[src/rtl/rbw_params.svh]
`ifndef RBW_PARAMS_SVH
`define RBW_PARAMS_SVH

// ----------------------------------------------------------------------------
// Register addresses
// ----------------------------------------------------------------------------
`define RBW_ADDR_RCB          6'h0B
`define RBW_ADDR_RCB_CMP      6'h1D
`define RBW_ADDR_DEV_CTL      6'h1E
`define RBW_ADDR_CMT_CMP      6'h1F
`define RBW_ADDR_CMT          6'h20

// ----------------------------------------------------------------------------
// Field layouts and reset values
// ----------------------------------------------------------------------------
`define RBW_RCB_MASK          8'hFF
`define RBW_CMT_MASK          8'hC0
`define RBW_CTL_MASK          8'hA3
`define RBW_CTL_SOFT_RST      0
`define RBW_CTL_PAR_EN        1
`define RBW_CTL_CLK_SEL       5
`define RBW_CTL_SCRUB_EN      7
`define RBW_REG_RESET         8'h00
`define RBW_PAR_ODD           1'b1

// ----------------------------------------------------------------------------
// Timing
// ----------------------------------------------------------------------------
`define RBW_CLK_PERIOD_NS     4
`define RBW_BYTE_TIME_NS      80
`define RBW_SOFT_RST_BYTES    32
`define RBW_SOFT_RST_CYC      \
   ((`RBW_SOFT_RST_BYTES * `RBW_BYTE_TIME_NS + `RBW_CLK_PERIOD_NS - 1) / `RBW_CLK_PERIOD_NS)
`define RBW_HALF_FAST         8
`define RBW_HALF_SLOW         10

`endif

[src/rtl/rbw_pkg.sv]
package rbw_pkg;

   typedef logic [5:0] rbw_addr_t;
   typedef logic [7:0] rbw_byte_t;

   typedef enum logic [0:0] {
      RBW_RST_IDLE = 1'b0,
      RBW_RST_BUSY = 1'b1
   } rbw_rst_e;

endpackage

[src/rtl/rbw_clk_div.sv]
`timescale 1ns/1ns
`include "rbw_params.svh"

module rbw_clk_div #(
   parameter int HALF_FAST = `RBW_HALF_FAST,
   parameter int HALF_SLOW = `RBW_HALF_SLOW
) (
   // Clock and reset
   input  wire logic i_clk,
   input  wire logic i_reset_n,
   // Control
   input  wire logic i_fast,
   // Divided clock
   output logic      o_clk
);

   logic [4:0] cnt_q;
   logic [4:0] cnt_d;
   logic       clk_q;
   logic       clk_d;
   logic [4:0] half;

   // ---------------------------------------------------------------------------
   // Divider; a change of select mid-period may give one odd pulse
   // ---------------------------------------------------------------------------
   always_comb begin
      half  = i_fast ? 5'(HALF_FAST - 1) : 5'(HALF_SLOW - 1);
      cnt_d = cnt_q + 5'h01;
      clk_d = clk_q;
      if (cnt_q >= half) begin
         cnt_d = 5'h00;
         clk_d = ~clk_q;
      end
   end

   always_ff @(posedge i_clk or negedge i_reset_n) begin
      if (!i_reset_n) begin
         cnt_q <= 5'h00;
         clk_q <= 1'b0;
      end else begin
         cnt_q <= cnt_d;
         clk_q <= clk_d;
      end
   end

   assign o_clk = clk_q;

endmodule

[src/rtl/rbw_guard_regs.sv]
`timescale 1ns/1ns
`include "rbw_params.svh"

// Overview of operation
// - A bus read of receive_cond_b copies its live value into the compare register at 1Dh.
// - A write to receive_cond_b leaves bits that differ from compare and raises the inhibit flag if any differ.
// - The receive_cond_b compare register mirrors receive_cond_b bit for bit, all of D0-D7 used.
// - A bus read of conn_mgmt_cond_reg copies its live value into the compare register at 1Fh.
// - A write to conn_mgmt_cond_reg leaves bits that differ and raises the inhibit flag if any differ.
// - The conn-mgmt compare holds scrub expired in D6 and trigger occurred in D7, D0-D5 zero.
// - The device control register at 1Eh ignores writes while a soft reset is in progress.
// - Writing 1 to soft_reset_bit resets the device; the bit clears itself after 32 byte times.
// - With ctl_bus_parity_enable set, writes with bad parity are discarded; clear means no check.
// - clock_out_select picks the aux clock rate, set giving 15.625 MHz, may glitch on change.
module rbw_guard_regs #(
   parameter int SOFT_RST_CYC = `RBW_SOFT_RST_CYC
) (
   // Clock and reset
   input  wire logic       i_clk,
   input  wire logic       i_reset_n,
   // Control bus
   input  wire logic [5:0] i_cb_addr,
   input  wire logic [7:0] i_cb_wdata,
   input  wire logic       i_cb_wpar,
   input  wire logic       i_cb_rd,
   input  wire logic       i_cb_wr,
   output logic      [7:0] o_cb_rdata,
   output logic            o_cb_rpar,
   // Hardware condition events
   input  wire logic [7:0] i_rcb_set,
   input  wire logic [7:0] i_cmt_set,
   input  wire logic       i_trigger,
   // Device side
   output logic            o_write_inhibit_flag,
   output logic            o_parity_err,
   output logic            o_soft_reset,
   output logic            o_load_trigger_cfg,
   output logic            o_scrub_start,
   output logic            o_aux_clock_out
);

   // ---------------------------------------------------------------------------
   // Parity helper
   // ---------------------------------------------------------------------------
   function automatic logic par_of(input logic [7:0] data);
      par_of = (^data) ^ `RBW_PAR_ODD;
   endfunction

   // ---------------------------------------------------------------------------
   // Strobe aimed at one register address
   // ---------------------------------------------------------------------------
   function automatic logic hit(input logic       strobe,
                                input logic [5:0] addr,
                                input logic [5:0] want);
      hit = strobe && (addr == want);
   endfunction

   rbw_pkg::rbw_byte_t  rcb_q,     rcb_d;
   rbw_pkg::rbw_byte_t  rcb_cmp_q, rcb_cmp_d;
   rbw_pkg::rbw_byte_t  cmt_q,     cmt_d;
   rbw_pkg::rbw_byte_t  cmt_cmp_q, cmt_cmp_d;
   rbw_pkg::rbw_byte_t  ctl_q,     ctl_d;
   rbw_pkg::rbw_byte_t  rdata_q,   rdata_d;
   rbw_pkg::rbw_rst_e   rst_q,     rst_d;
   logic [9:0]          rcnt_q,    rcnt_d;
   logic                rpar_q,    rpar_d;
   logic                inh_q,     inh_d;
   logic                perr_q,    perr_d;
   logic                load_q,    load_d;
   logic                scrub_q,   scrub_d;
   logic                par_bad;
   logic                wr_ok;
   rbw_pkg::rbw_byte_t  rcb_diff;
   rbw_pkg::rbw_byte_t  cmt_diff;

   // ---------------------------------------------------------------------------
   // Write qualification
   // ---------------------------------------------------------------------------
   always_comb begin
      par_bad  = par_of(i_cb_wdata) != i_cb_wpar;
      wr_ok    = i_cb_wr & ~(ctl_q[`RBW_CTL_PAR_EN] & par_bad);
      rcb_diff = rcb_q ^ rcb_cmp_q;
      cmt_diff = (cmt_q ^ cmt_cmp_q) & `RBW_CMT_MASK;
   end

   // ---------------------------------------------------------------------------
   // Guarded condition registers and their compare copies
   // ---------------------------------------------------------------------------
   always_comb begin
      rcb_d     = rcb_q;
      cmt_d     = cmt_q;
      rcb_cmp_d = rcb_cmp_q;
      cmt_cmp_d = cmt_cmp_q;
      inh_d     = 1'b0;
      if (hit(wr_ok, i_cb_addr, `RBW_ADDR_RCB)) begin
         rcb_d = (i_cb_wdata & ~rcb_diff) | (rcb_q & rcb_diff);
         inh_d = |rcb_diff;
      end
      if (hit(wr_ok, i_cb_addr, `RBW_ADDR_CMT)) begin
         cmt_d = ((i_cb_wdata & ~cmt_diff) | (cmt_q & cmt_diff)) & `RBW_CMT_MASK;
         inh_d = |cmt_diff;
      end
      if (hit(wr_ok, i_cb_addr, `RBW_ADDR_RCB_CMP)) begin
         rcb_cmp_d = i_cb_wdata & `RBW_RCB_MASK;
      end
      if (hit(wr_ok, i_cb_addr, `RBW_ADDR_CMT_CMP)) begin
         cmt_cmp_d = i_cb_wdata & `RBW_CMT_MASK;
      end
      // Snapshot is taken last so it wins over a direct compare write
      if (hit(i_cb_rd, i_cb_addr, `RBW_ADDR_RCB)) begin
         rcb_cmp_d = rcb_q;
      end
      if (hit(i_cb_rd, i_cb_addr, `RBW_ADDR_CMT)) begin
         cmt_cmp_d = cmt_q & `RBW_CMT_MASK;
      end
      // Hardware set wins over a same-cycle clear
      rcb_d = rcb_d | i_rcb_set;
      cmt_d = cmt_d | (i_cmt_set & `RBW_CMT_MASK);
   end

   // ---------------------------------------------------------------------------
   // Device control register and soft reset sequencer
   // ---------------------------------------------------------------------------
   always_comb begin
      ctl_d  = ctl_q;
      rst_d  = rst_q;
      rcnt_d = rcnt_q;
      case (rst_q)
         rbw_pkg::RBW_RST_IDLE: begin
            if (hit(wr_ok, i_cb_addr, `RBW_ADDR_DEV_CTL)) begin
               ctl_d = i_cb_wdata & `RBW_CTL_MASK;
               if (i_cb_wdata[`RBW_CTL_SOFT_RST]) begin
                  rst_d  = rbw_pkg::RBW_RST_BUSY;
                  rcnt_d = 10'(SOFT_RST_CYC - 1);
               end
            end
         end
         rbw_pkg::RBW_RST_BUSY: begin
            // Writes to control are dropped here
            if (rcnt_q == 10'h000) begin
               ctl_d[`RBW_CTL_SOFT_RST] = 1'b0;
               rst_d                    = rbw_pkg::RBW_RST_IDLE;
            end else begin
               rcnt_d = rcnt_q - 10'h001;
            end
         end
         default: begin
            rst_d = rbw_pkg::RBW_RST_IDLE;
         end
      endcase
   end

   // ---------------------------------------------------------------------------
   // Read data, parity, event pulses
   // ---------------------------------------------------------------------------
   always_comb begin
      rdata_d = rdata_q;
      if (i_cb_rd) begin
         case (i_cb_addr)
            `RBW_ADDR_RCB:     rdata_d = rcb_q;
            `RBW_ADDR_RCB_CMP: rdata_d = rcb_cmp_q;
            `RBW_ADDR_DEV_CTL: rdata_d = ctl_q;
            `RBW_ADDR_CMT_CMP: rdata_d = cmt_cmp_q;
            `RBW_ADDR_CMT:     rdata_d = cmt_q;
            default:           rdata_d = `RBW_REG_RESET;
         endcase
      end
      rpar_d  = par_of(rdata_d);
      perr_d  = i_cb_wr & ctl_q[`RBW_CTL_PAR_EN] & par_bad;
      load_d  = i_trigger & ctl_q[`RBW_CTL_SCRUB_EN];
      scrub_d = load_q;
   end

   always_ff @(posedge i_clk or negedge i_reset_n) begin
      if (!i_reset_n) begin
         rcb_q     <= `RBW_REG_RESET;
         cmt_q     <= `RBW_REG_RESET;
         rcb_cmp_q <= `RBW_REG_RESET;
         cmt_cmp_q <= `RBW_REG_RESET;
         ctl_q     <= `RBW_REG_RESET;
         rst_q     <= rbw_pkg::RBW_RST_IDLE;
         rcnt_q    <= 10'h000;
         rdata_q   <= `RBW_REG_RESET;
         rpar_q    <= `RBW_PAR_ODD;
         inh_q     <= 1'b0;
         perr_q    <= 1'b0;
         load_q    <= 1'b0;
         scrub_q   <= 1'b0;
      end else begin
         rcb_q     <= rcb_d;
         cmt_q     <= cmt_d;
         rcb_cmp_q <= rcb_cmp_d;
         cmt_cmp_q <= cmt_cmp_d;
         ctl_q     <= ctl_d;
         rst_q     <= rst_d;
         rcnt_q    <= rcnt_d;
         rdata_q   <= rdata_d;
         rpar_q    <= rpar_d;
         inh_q     <= inh_d;
         perr_q    <= perr_d;
         load_q    <= load_d;
         scrub_q   <= scrub_d;
      end
   end

   // ---------------------------------------------------------------------------
   // Aux clock output
   // ---------------------------------------------------------------------------
   rbw_clk_div #(
      .HALF_FAST (`RBW_HALF_FAST),
      .HALF_SLOW (`RBW_HALF_SLOW)
   ) u_clk_div (
      .i_clk     (i_clk),
      .i_reset_n (i_reset_n),
      .i_fast    (ctl_q[`RBW_CTL_CLK_SEL]),
      .o_clk     (o_aux_clock_out)
   );

   assign o_cb_rdata           = rdata_q;
   assign o_cb_rpar            = rpar_q;
   assign o_write_inhibit_flag = inh_q;
   assign o_parity_err         = perr_q;
   assign o_soft_reset         = ctl_q[`RBW_CTL_SOFT_RST];
   assign o_load_trigger_cfg   = load_q;
   assign o_scrub_start        = scrub_q;

endmodule

[config.mk]
export PLATFORM = sky130hd
export DESIGN_NAME = rbw_guard_regs
export DESIGN_NICKNAME = d
export VERILOG_FILES = /design/src/rtl/rbw_pkg.sv /design/src/rtl/rbw_clk_div.sv /design/src/rtl/rbw_guard_regs.sv
export VERILOG_INCLUDE_DIRS = /design/src /design/src/rtl
export SDC_FILE = /design/constraint.sdc
export NUM_CORES = 1
export LEC_CHECK = 0
export ABC_AREA = 1
export BUFFER_PORTS_ARGS = -buffer_cell sky130_fd_sc_hd__buf_2
export CAP_MARGIN = 0
export CORE_UTILIZATION = 35
export CTS_BUF_LIST = sky130_fd_sc_hd__clkbuf_8
export DETAILED_ROUTE_END_ITERATION = 10
export SYNTH_ARGS = -nofsm -noshare
export SYNTH_HDL_FRONTEND = slang
export SYNTH_SLANG_ARGS = --single-unit
export TNS_END_PERCENT = 1
[constraint.sdc]
create_clock -name i_clk -period 2.2 [get_ports i_clk]
set_input_delay 0.44 -clock i_clk [delete_from_list [all_inputs] [get_ports i_clk]]
set_output_delay 0.44 -clock i_clk [all_outputs]
set_load 0.005 [all_outputs]
==> flow_summary.yaml, run 1 <==
status:
  status: "completed"
timing:
  fmax_mhz: 507
  fin_crit_sh_pct: 89.6
  hold_violations: 0
  rsz0062_at_grt: "false"
  setup_violations: 0
  fin_crit_ns: 1.97
  tightest_slew_ns: 0.479
  setup_tns_ns: 0
  slew_viol_final: 0
  clock_skew_ns: 0.0109
  relSlewSlack_pct: 68.0
drt:
  wl_mm: 8.00
  dr_total_vias: 3024
  viasPerCell: 4.74
  wire_per_inst_um: 12.5
  initialDrtViolationCount: 121
  dr.pass1.iters: 4
  drc: 0
  antenna_left: 0
clock_tree:
  cts-root-buf: "clkbuf_8"
  cts_tree: "yes"
  numCtsBuffers: 5
  clock-sinks: 54
  worstSkewPairLatency_ns: 0.31
  clockBufferDepth: 2
  cts_resized: 0
  h-tree-depth: 2
  cts.clk_slew.worst_paths_ns: 0.10
  cts_hold_buf: 0
  cts_setup_buffers: 0
worst_setup_path:
  cp-start-kind: "register"
  crit_path_max_incr_delay_ns: 0.43
  rr_startpoint: "rcnt_q[0]"
  rr_worst_depth: 13
  crit_buf_inv: 2
  regToRegSetupSlack_ns: 0.23
  required_ns: 2.40
  crit_slowest_cell: "dfrtp_1"
  path_delay_family: "simple AND/OR/NAND/NOR gates"
  path_max_fanout: 11
  cp.arrival_ns: 2.17
  worstSetupPathType: "reg2reg"
  worstPathCellList: "inv_1 > ha_1 > nand2_1 > nor2_1 > inv_1 > nor2_1 > nand2_1 > nor2_1 > nand3b_1 > nand2_1 > nand2_2 > nand2_1 > nand2_1"
  crit_top_cell: "nand2_1"
  r2r_end: "rcnt_q[7]"
  crit_path_end_kind: "register"
min_path:
  hold_class: "in2async"
floorplan:
  fp-row-count: 35
  core_um2: 9370
  die_h_um: 101
  ios: 51
  fp.dieArea_um2: 10200
  die_w_um: 101
  start_util_pct: 36.6
cells_and_area:
  final_common_cell: "nand2_1"
  multiInputGateArea_um2: 1740
  final_cell_mix: "nand2_1, inv_1, dfrtp_1, nand3_1, nor2_1"
  drive_above_1_share_pct: 18.9
  utilization_pct: 41.2
  nFillCells: 1025
  layoutNonFillerInstCount: 638
  ff_latch_area_um2: 1350
  layout.nets: 550
  area_delta_synth_final_pct: 12.7
  antenna_cells: 0
place:
  place_inst: 631
  gp_congestion: 0.789
  hpwl_mm: 6.15
  portBuffers: 44
global_routing:
  grt_pass1_wl_mm: 14.0
  antenna_found_initial: 0
  grt_max_degree: 22
  gr-total-overflow: 0
  grt_pass1_vias: 3041
  grtUsageTotal_pct: 17.4
power:
  cellPowerDensity_nw_per_um2: 741
  p_leak_nw: 2.05
  ir_worst_vdd_v: 0.000459
synth:
  syn_area_per_cell_um2: 7.39
  yosysUniqueCellTypes: 39
  yosys_warnings: 0
  synth-seq-cells: 54
  syn-num-nets: 505
  syn-cell-area_um2: 3430
  ys_seq_area_share_pct: 39.5
  syn_inst: 464
run:
  drv_cap: 0
synth_stat cells (all sizes together):
library cell / number / share of area (%)
a21boi: 1 / 0.22
a21o: 1 / 0.22
a21oi: 17 / 2.6
buf: 11 / 3.1
clkbuf: 2 / 0.22
dfrtp: 53 / 39
dfstp: 1 / 0.77
ha: 5 / 1.8
inv: 58 / 6.4
mux2: 1 / 0.33
nand2: 143 / 17
nand3: 53 / 8.6
nand3b: 3 / 0.88
nand4: 9 / 1.8
nor2: 54 / 6.6
nor3: 4 / 0.88
nor3b: 2 / 0.44
o211ai: 6 / 2.0
o21ai: 24 / 4.1
o22ai: 1 / 0.18
or2: 2 / 0.37
xnor2: 5 / 1.3
xor2: 8 / 2.0
layout make-up:
cell class | count | share of cell area, %
Clock inverter | 1 | 0.778
Timing Repair Buffer | 51 | 7.06
Multi-Input combinational cell | 339 | 45.2
Sequential cell | 54 | 35.0
Tap cell | 129 | 4.18
Inverter | 58 | 5.64
Clock buffer | 6 | 2.14
worst register-to-register path: stages, from the launching register on:
cell	delay (ns)
dfrtp_1	0.43
inv_1	0.07
ha_1	0.17
nand2_1	0.06
nor2_1	0.08
inv_1	0.06
nor2_1	0.12
nand2_1	0.09
nor2_1	0.15
nand3b_1	0.11
nand2_1	0.17
nand2_2	0.19
nand2_1	0.11
nand2_1	0.05
flip-flops by register name, indices dropped and copies added (netlist names), 2 cells and up:
signal,count
cmt_cmp_q,2
cmt_q,2
ctl_q,4
o_cb_rdata,8
rcb_cmp_q,8
rcb_q,8
rcnt_q,10
u_clk_div.cnt_q,5
how the worst max path moves through the flow:
stage	startpoint	to	slack [ns]	depth (start not counted)
final	rcnt_q[0]	rcnt_q[7]	0.23	13
after global routing	rcnt_q[0]	rcnt_q[8]	0.04	13
after CTS	rcnt_q[0]	rcnt_q[7]	0.21	13
after detailed placement	rcnt_q[0]	rcnt_q[6]	0.23	13
after global placement	i_cb_addr[5]	rcb_cmp_q[7]	0.26	9
after floorplan	i_cb_wdata[7]	rcb_cmp_q[5]	0.52	12
per-layer routing:
metal	routed length, um	part of all wire (%)	GRT usage [%]	vias up
li1	-	-	-	1563
met1	3800	48	22.1	1410
met2	3860	48	31.0	46
met3	283	3.5	3.26	5
met4	53	0.66	3.12	0
met5	0	0	0	-
cells by family (layout without fill, tap and decap cells):
family                   Yosys count  after routing  share of synthesized area (%)
AO/OA/AOI/OAI                     50             50                           9.31
XOR/XNOR                          13             13                           3.32
adder cells (fa/ha/maj)            5              5                           1.83
buffers and inverters             71            116                           9.64
flip-flops                        54             54                           39.5
multiplexers                       1              1                          0.329
AND/OR/NAND/NOR                  270            270                           36.1
metrics by stage:
stage | total power [mW] | worst slack (ns) | hold WS (ns) | instance area (um2)
final | 2.86 | 0.228 | 0.0697 | 3860
after global routing | 3.09 | 0.0389 | 0.113 | 3860
after CTS | 2.90 | 0.206 | 0.0835 | 3860
after detailed placement | 2.19 | 0.233 | 0.372 | 3750
after global placement | 2.16 | 0.259 | 0.360 | 3750
after floorplan | 1.95 | 0.517 | 0.144 | 3430
report_power, final:
group / internal [mW] / switching [mW]
clock network: 0.365 / 0.332
registers: 1.19 / 0.182
logic: 0.320 / 0.477
total: 1.87 / 0.992
(Power assumes the default switching activity.)
==> run 2, diff against run 1 <==
--- a/config.mk
+++ b/config.mk
@@ -12,6 +12,7 @@
 export CORE_UTILIZATION = 35
 export CTS_BUF_LIST = sky130_fd_sc_hd__clkbuf_8
 export DETAILED_ROUTE_END_ITERATION = 10
+export REMOVE_ABC_BUFFERS = 1
 export SYNTH_ARGS = -nofsm -noshare
 export SYNTH_HDL_FRONTEND = slang
 export SYNTH_SLANG_ARGS = --single-unit
==> flow_summary.yaml, run 2 (same netlist as run 1, synthesis figures left out) <==
timing:
  clock_skew_ns: 0.00625
  tightest_slew_ns: 0.427
  hold_violations: 0
  fmax_mhz: 521
  holdWs_ns: 0.0937
  setup_tns_ns: 0
  relSlewSlack_pct: 71.5
  fin_crit_ns: 1.92
  rsz0062_at_grt: "false"
  slew_viol_final: 0
  fin_crit_sh_pct: 87.3
  setup_violations: 0
worst_setup_path:
  crit_path_end_kind: "register"
  regToRegSetupSlack_ns: 0.28
  rr_startpoint: "rcnt_q[0]"
  cp-start-kind: "register"
  path_max_fanout: 11
  cp.arrival_ns: 2.12
  required_ns: 2.40
  rr_worst_depth: 13
  r2r_end: "rcnt_q[4]"
  worstSetupPathType: "reg2reg"
drt:
  initialDrtViolationCount: 155
  dr_total_vias: 3036
  viasPerCell: 4.74
  antenna_left: 0
  dr.pass1.iters: 4
  wl_mm: 8.03
  wire_per_inst_um: 12.5
  drc: 0
cells_and_area:
  antenna_cells: 0
  top_register: "rcnt_q"
  largest_reg_flops: 10
  final_area_um2: 3860
  layout.nets: 551
  drive_above_1_share_pct: 19.4
  multiInputGateArea_um2: 1750
  area_delta_synth_final_pct: 12.8
  final_common_cell: "nand2_1"
  final_cell_mix: "nand2_1, inv_1, dfrtp_1, nand3_1, nor2_1"
  nFillCells: 998
  ff_latch_area_um2: 1350
global_routing:
  gr-total-overflow: 0
  grtUsageTotal_pct: 17.4
  grt_pass1_wl_mm: 14.0
  antenna_found_initial: 0
  grt_pass1_vias: 2967
  grt_max_degree: 55
place:
  portBuffers: 44
  hpwl_mm: 6.06
  gp_congestion: 0.805
  place_area_um2: 3770
floorplan:
  die_h_um: 101
  fp.dieArea_um2: 10200
  ios: 51
  fp-row-count: 35
  start_util_pct: 36.6
  die_w_um: 101
  core_um2: 9370
power:
  cellPowerDensity_nw_per_um2: 715
  ir_worst_vdd_v: 0.000301
  p_leak_nw: 2.05
clock_tree:
  cts_hold_buf: 0
  cts.clk_slew.worst_paths_ns: 0.10
  cts-root-buf: "clkbuf_8"
  clockBufferDepth: 2
  cts_setup_buffers: 0
  cts_tree: "yes"
  worstSkewPairLatency_ns: 0.31
  numCtsBuffers: 5
  cts_resized: 0
  clock-sinks: 54
  h-tree-depth: 2
status:
  status: "completed"
min_path:
  hold_class: "in2async"
run:
  drv_cap: 0
==> run 2: per-layer routing <==
metal | up-vias | share of wire, % | GRT usage, % | wire length, um
met5 | - | 0 | 0 | 0
met2 | 59 | 47 | 29.3 | 3760
met4 | 0 | 1.9 | 5.57 | 156
met3 | 12 | 4.0 | 2.77 | 321
li1 | 1567 | - | - | -
met1 | 1398 | 47 | 23.0 | 3800
==> run 2: area by class of cell <==
cell class / instances / share of cell area (%)
Multi-Input combinational cell: 339 / 45.3
Sequential cell: 54 / 35.0
Timing Repair Buffer: 52 / 7.58
Inverter: 58 / 5.63
Tap cell: 129 / 4.18
Clock buffer: 6 / 2.14
Clock inverter: 2 / 0.227
==> run 2: worst max path at each step <==
stage / start / endpoint / slack, ns / depth (start not counted)
2_1_floorplan: rcnt_q[0] / rcnt_q[0] / 0.38 / 13
3_3_place_gp: rcnt_q[0] / rcnt_q[2] / 0.20 / 13
3_5_place_dp: rcnt_q[0] / rcnt_q[4] / 0.16 / 13
4_1_cts: rcnt_q[0] / rcnt_q[4] / 0.14 / 13
5_1_grt: rcnt_q[0] / rcnt_q[4] / 0.02 / 13
6_report: rcnt_q[0] / rcnt_q[4] / 0.28 / 13
==> run 2: power breakdown <==
group          leakage, nW  internal [mW]  total, mW  switching, mW
clock               0.0524          0.251      0.585          0.335
combinational         1.35          0.325      0.806          0.481
sequential           0.648           1.19       1.37          0.187
total                 2.05           1.76       2.76           1.00
==> run 2: stage by stage <==
| stage | setup slack (ns) | total power [mW] | util (%) | instances |
|---|---|---|---|---|
| final | 0.280 | 2.76 | 41.2 | 640 |
| after global routing | 0.0207 | 2.99 | 41.2 | 640 |
| after CTS | 0.141 | 2.79 | 41.2 | 640 |
| after detailed placement | 0.161 | 2.20 | 40.2 | 632 |
| after global placement | 0.196 | 2.16 | 40.2 | 632 |
| after floorplan | 0.378 | 1.93 | - | 451 |
==> run 2: worst max-delay path, cell delays in order (launching register included) <==
cell and delay (ns):
dfrtp_1 0.42, inv_1 0.07, ha_1 0.18, nand2_1 0.06, nor2_1 0.08, inv_1 0.06
nor2_1 0.11, nand2_1 0.10, nor2_2 0.14, nand3b_1 0.12, nand2_2 0.14, nand2_2 0.18
nand2_1 0.10, nand2_1 0.05
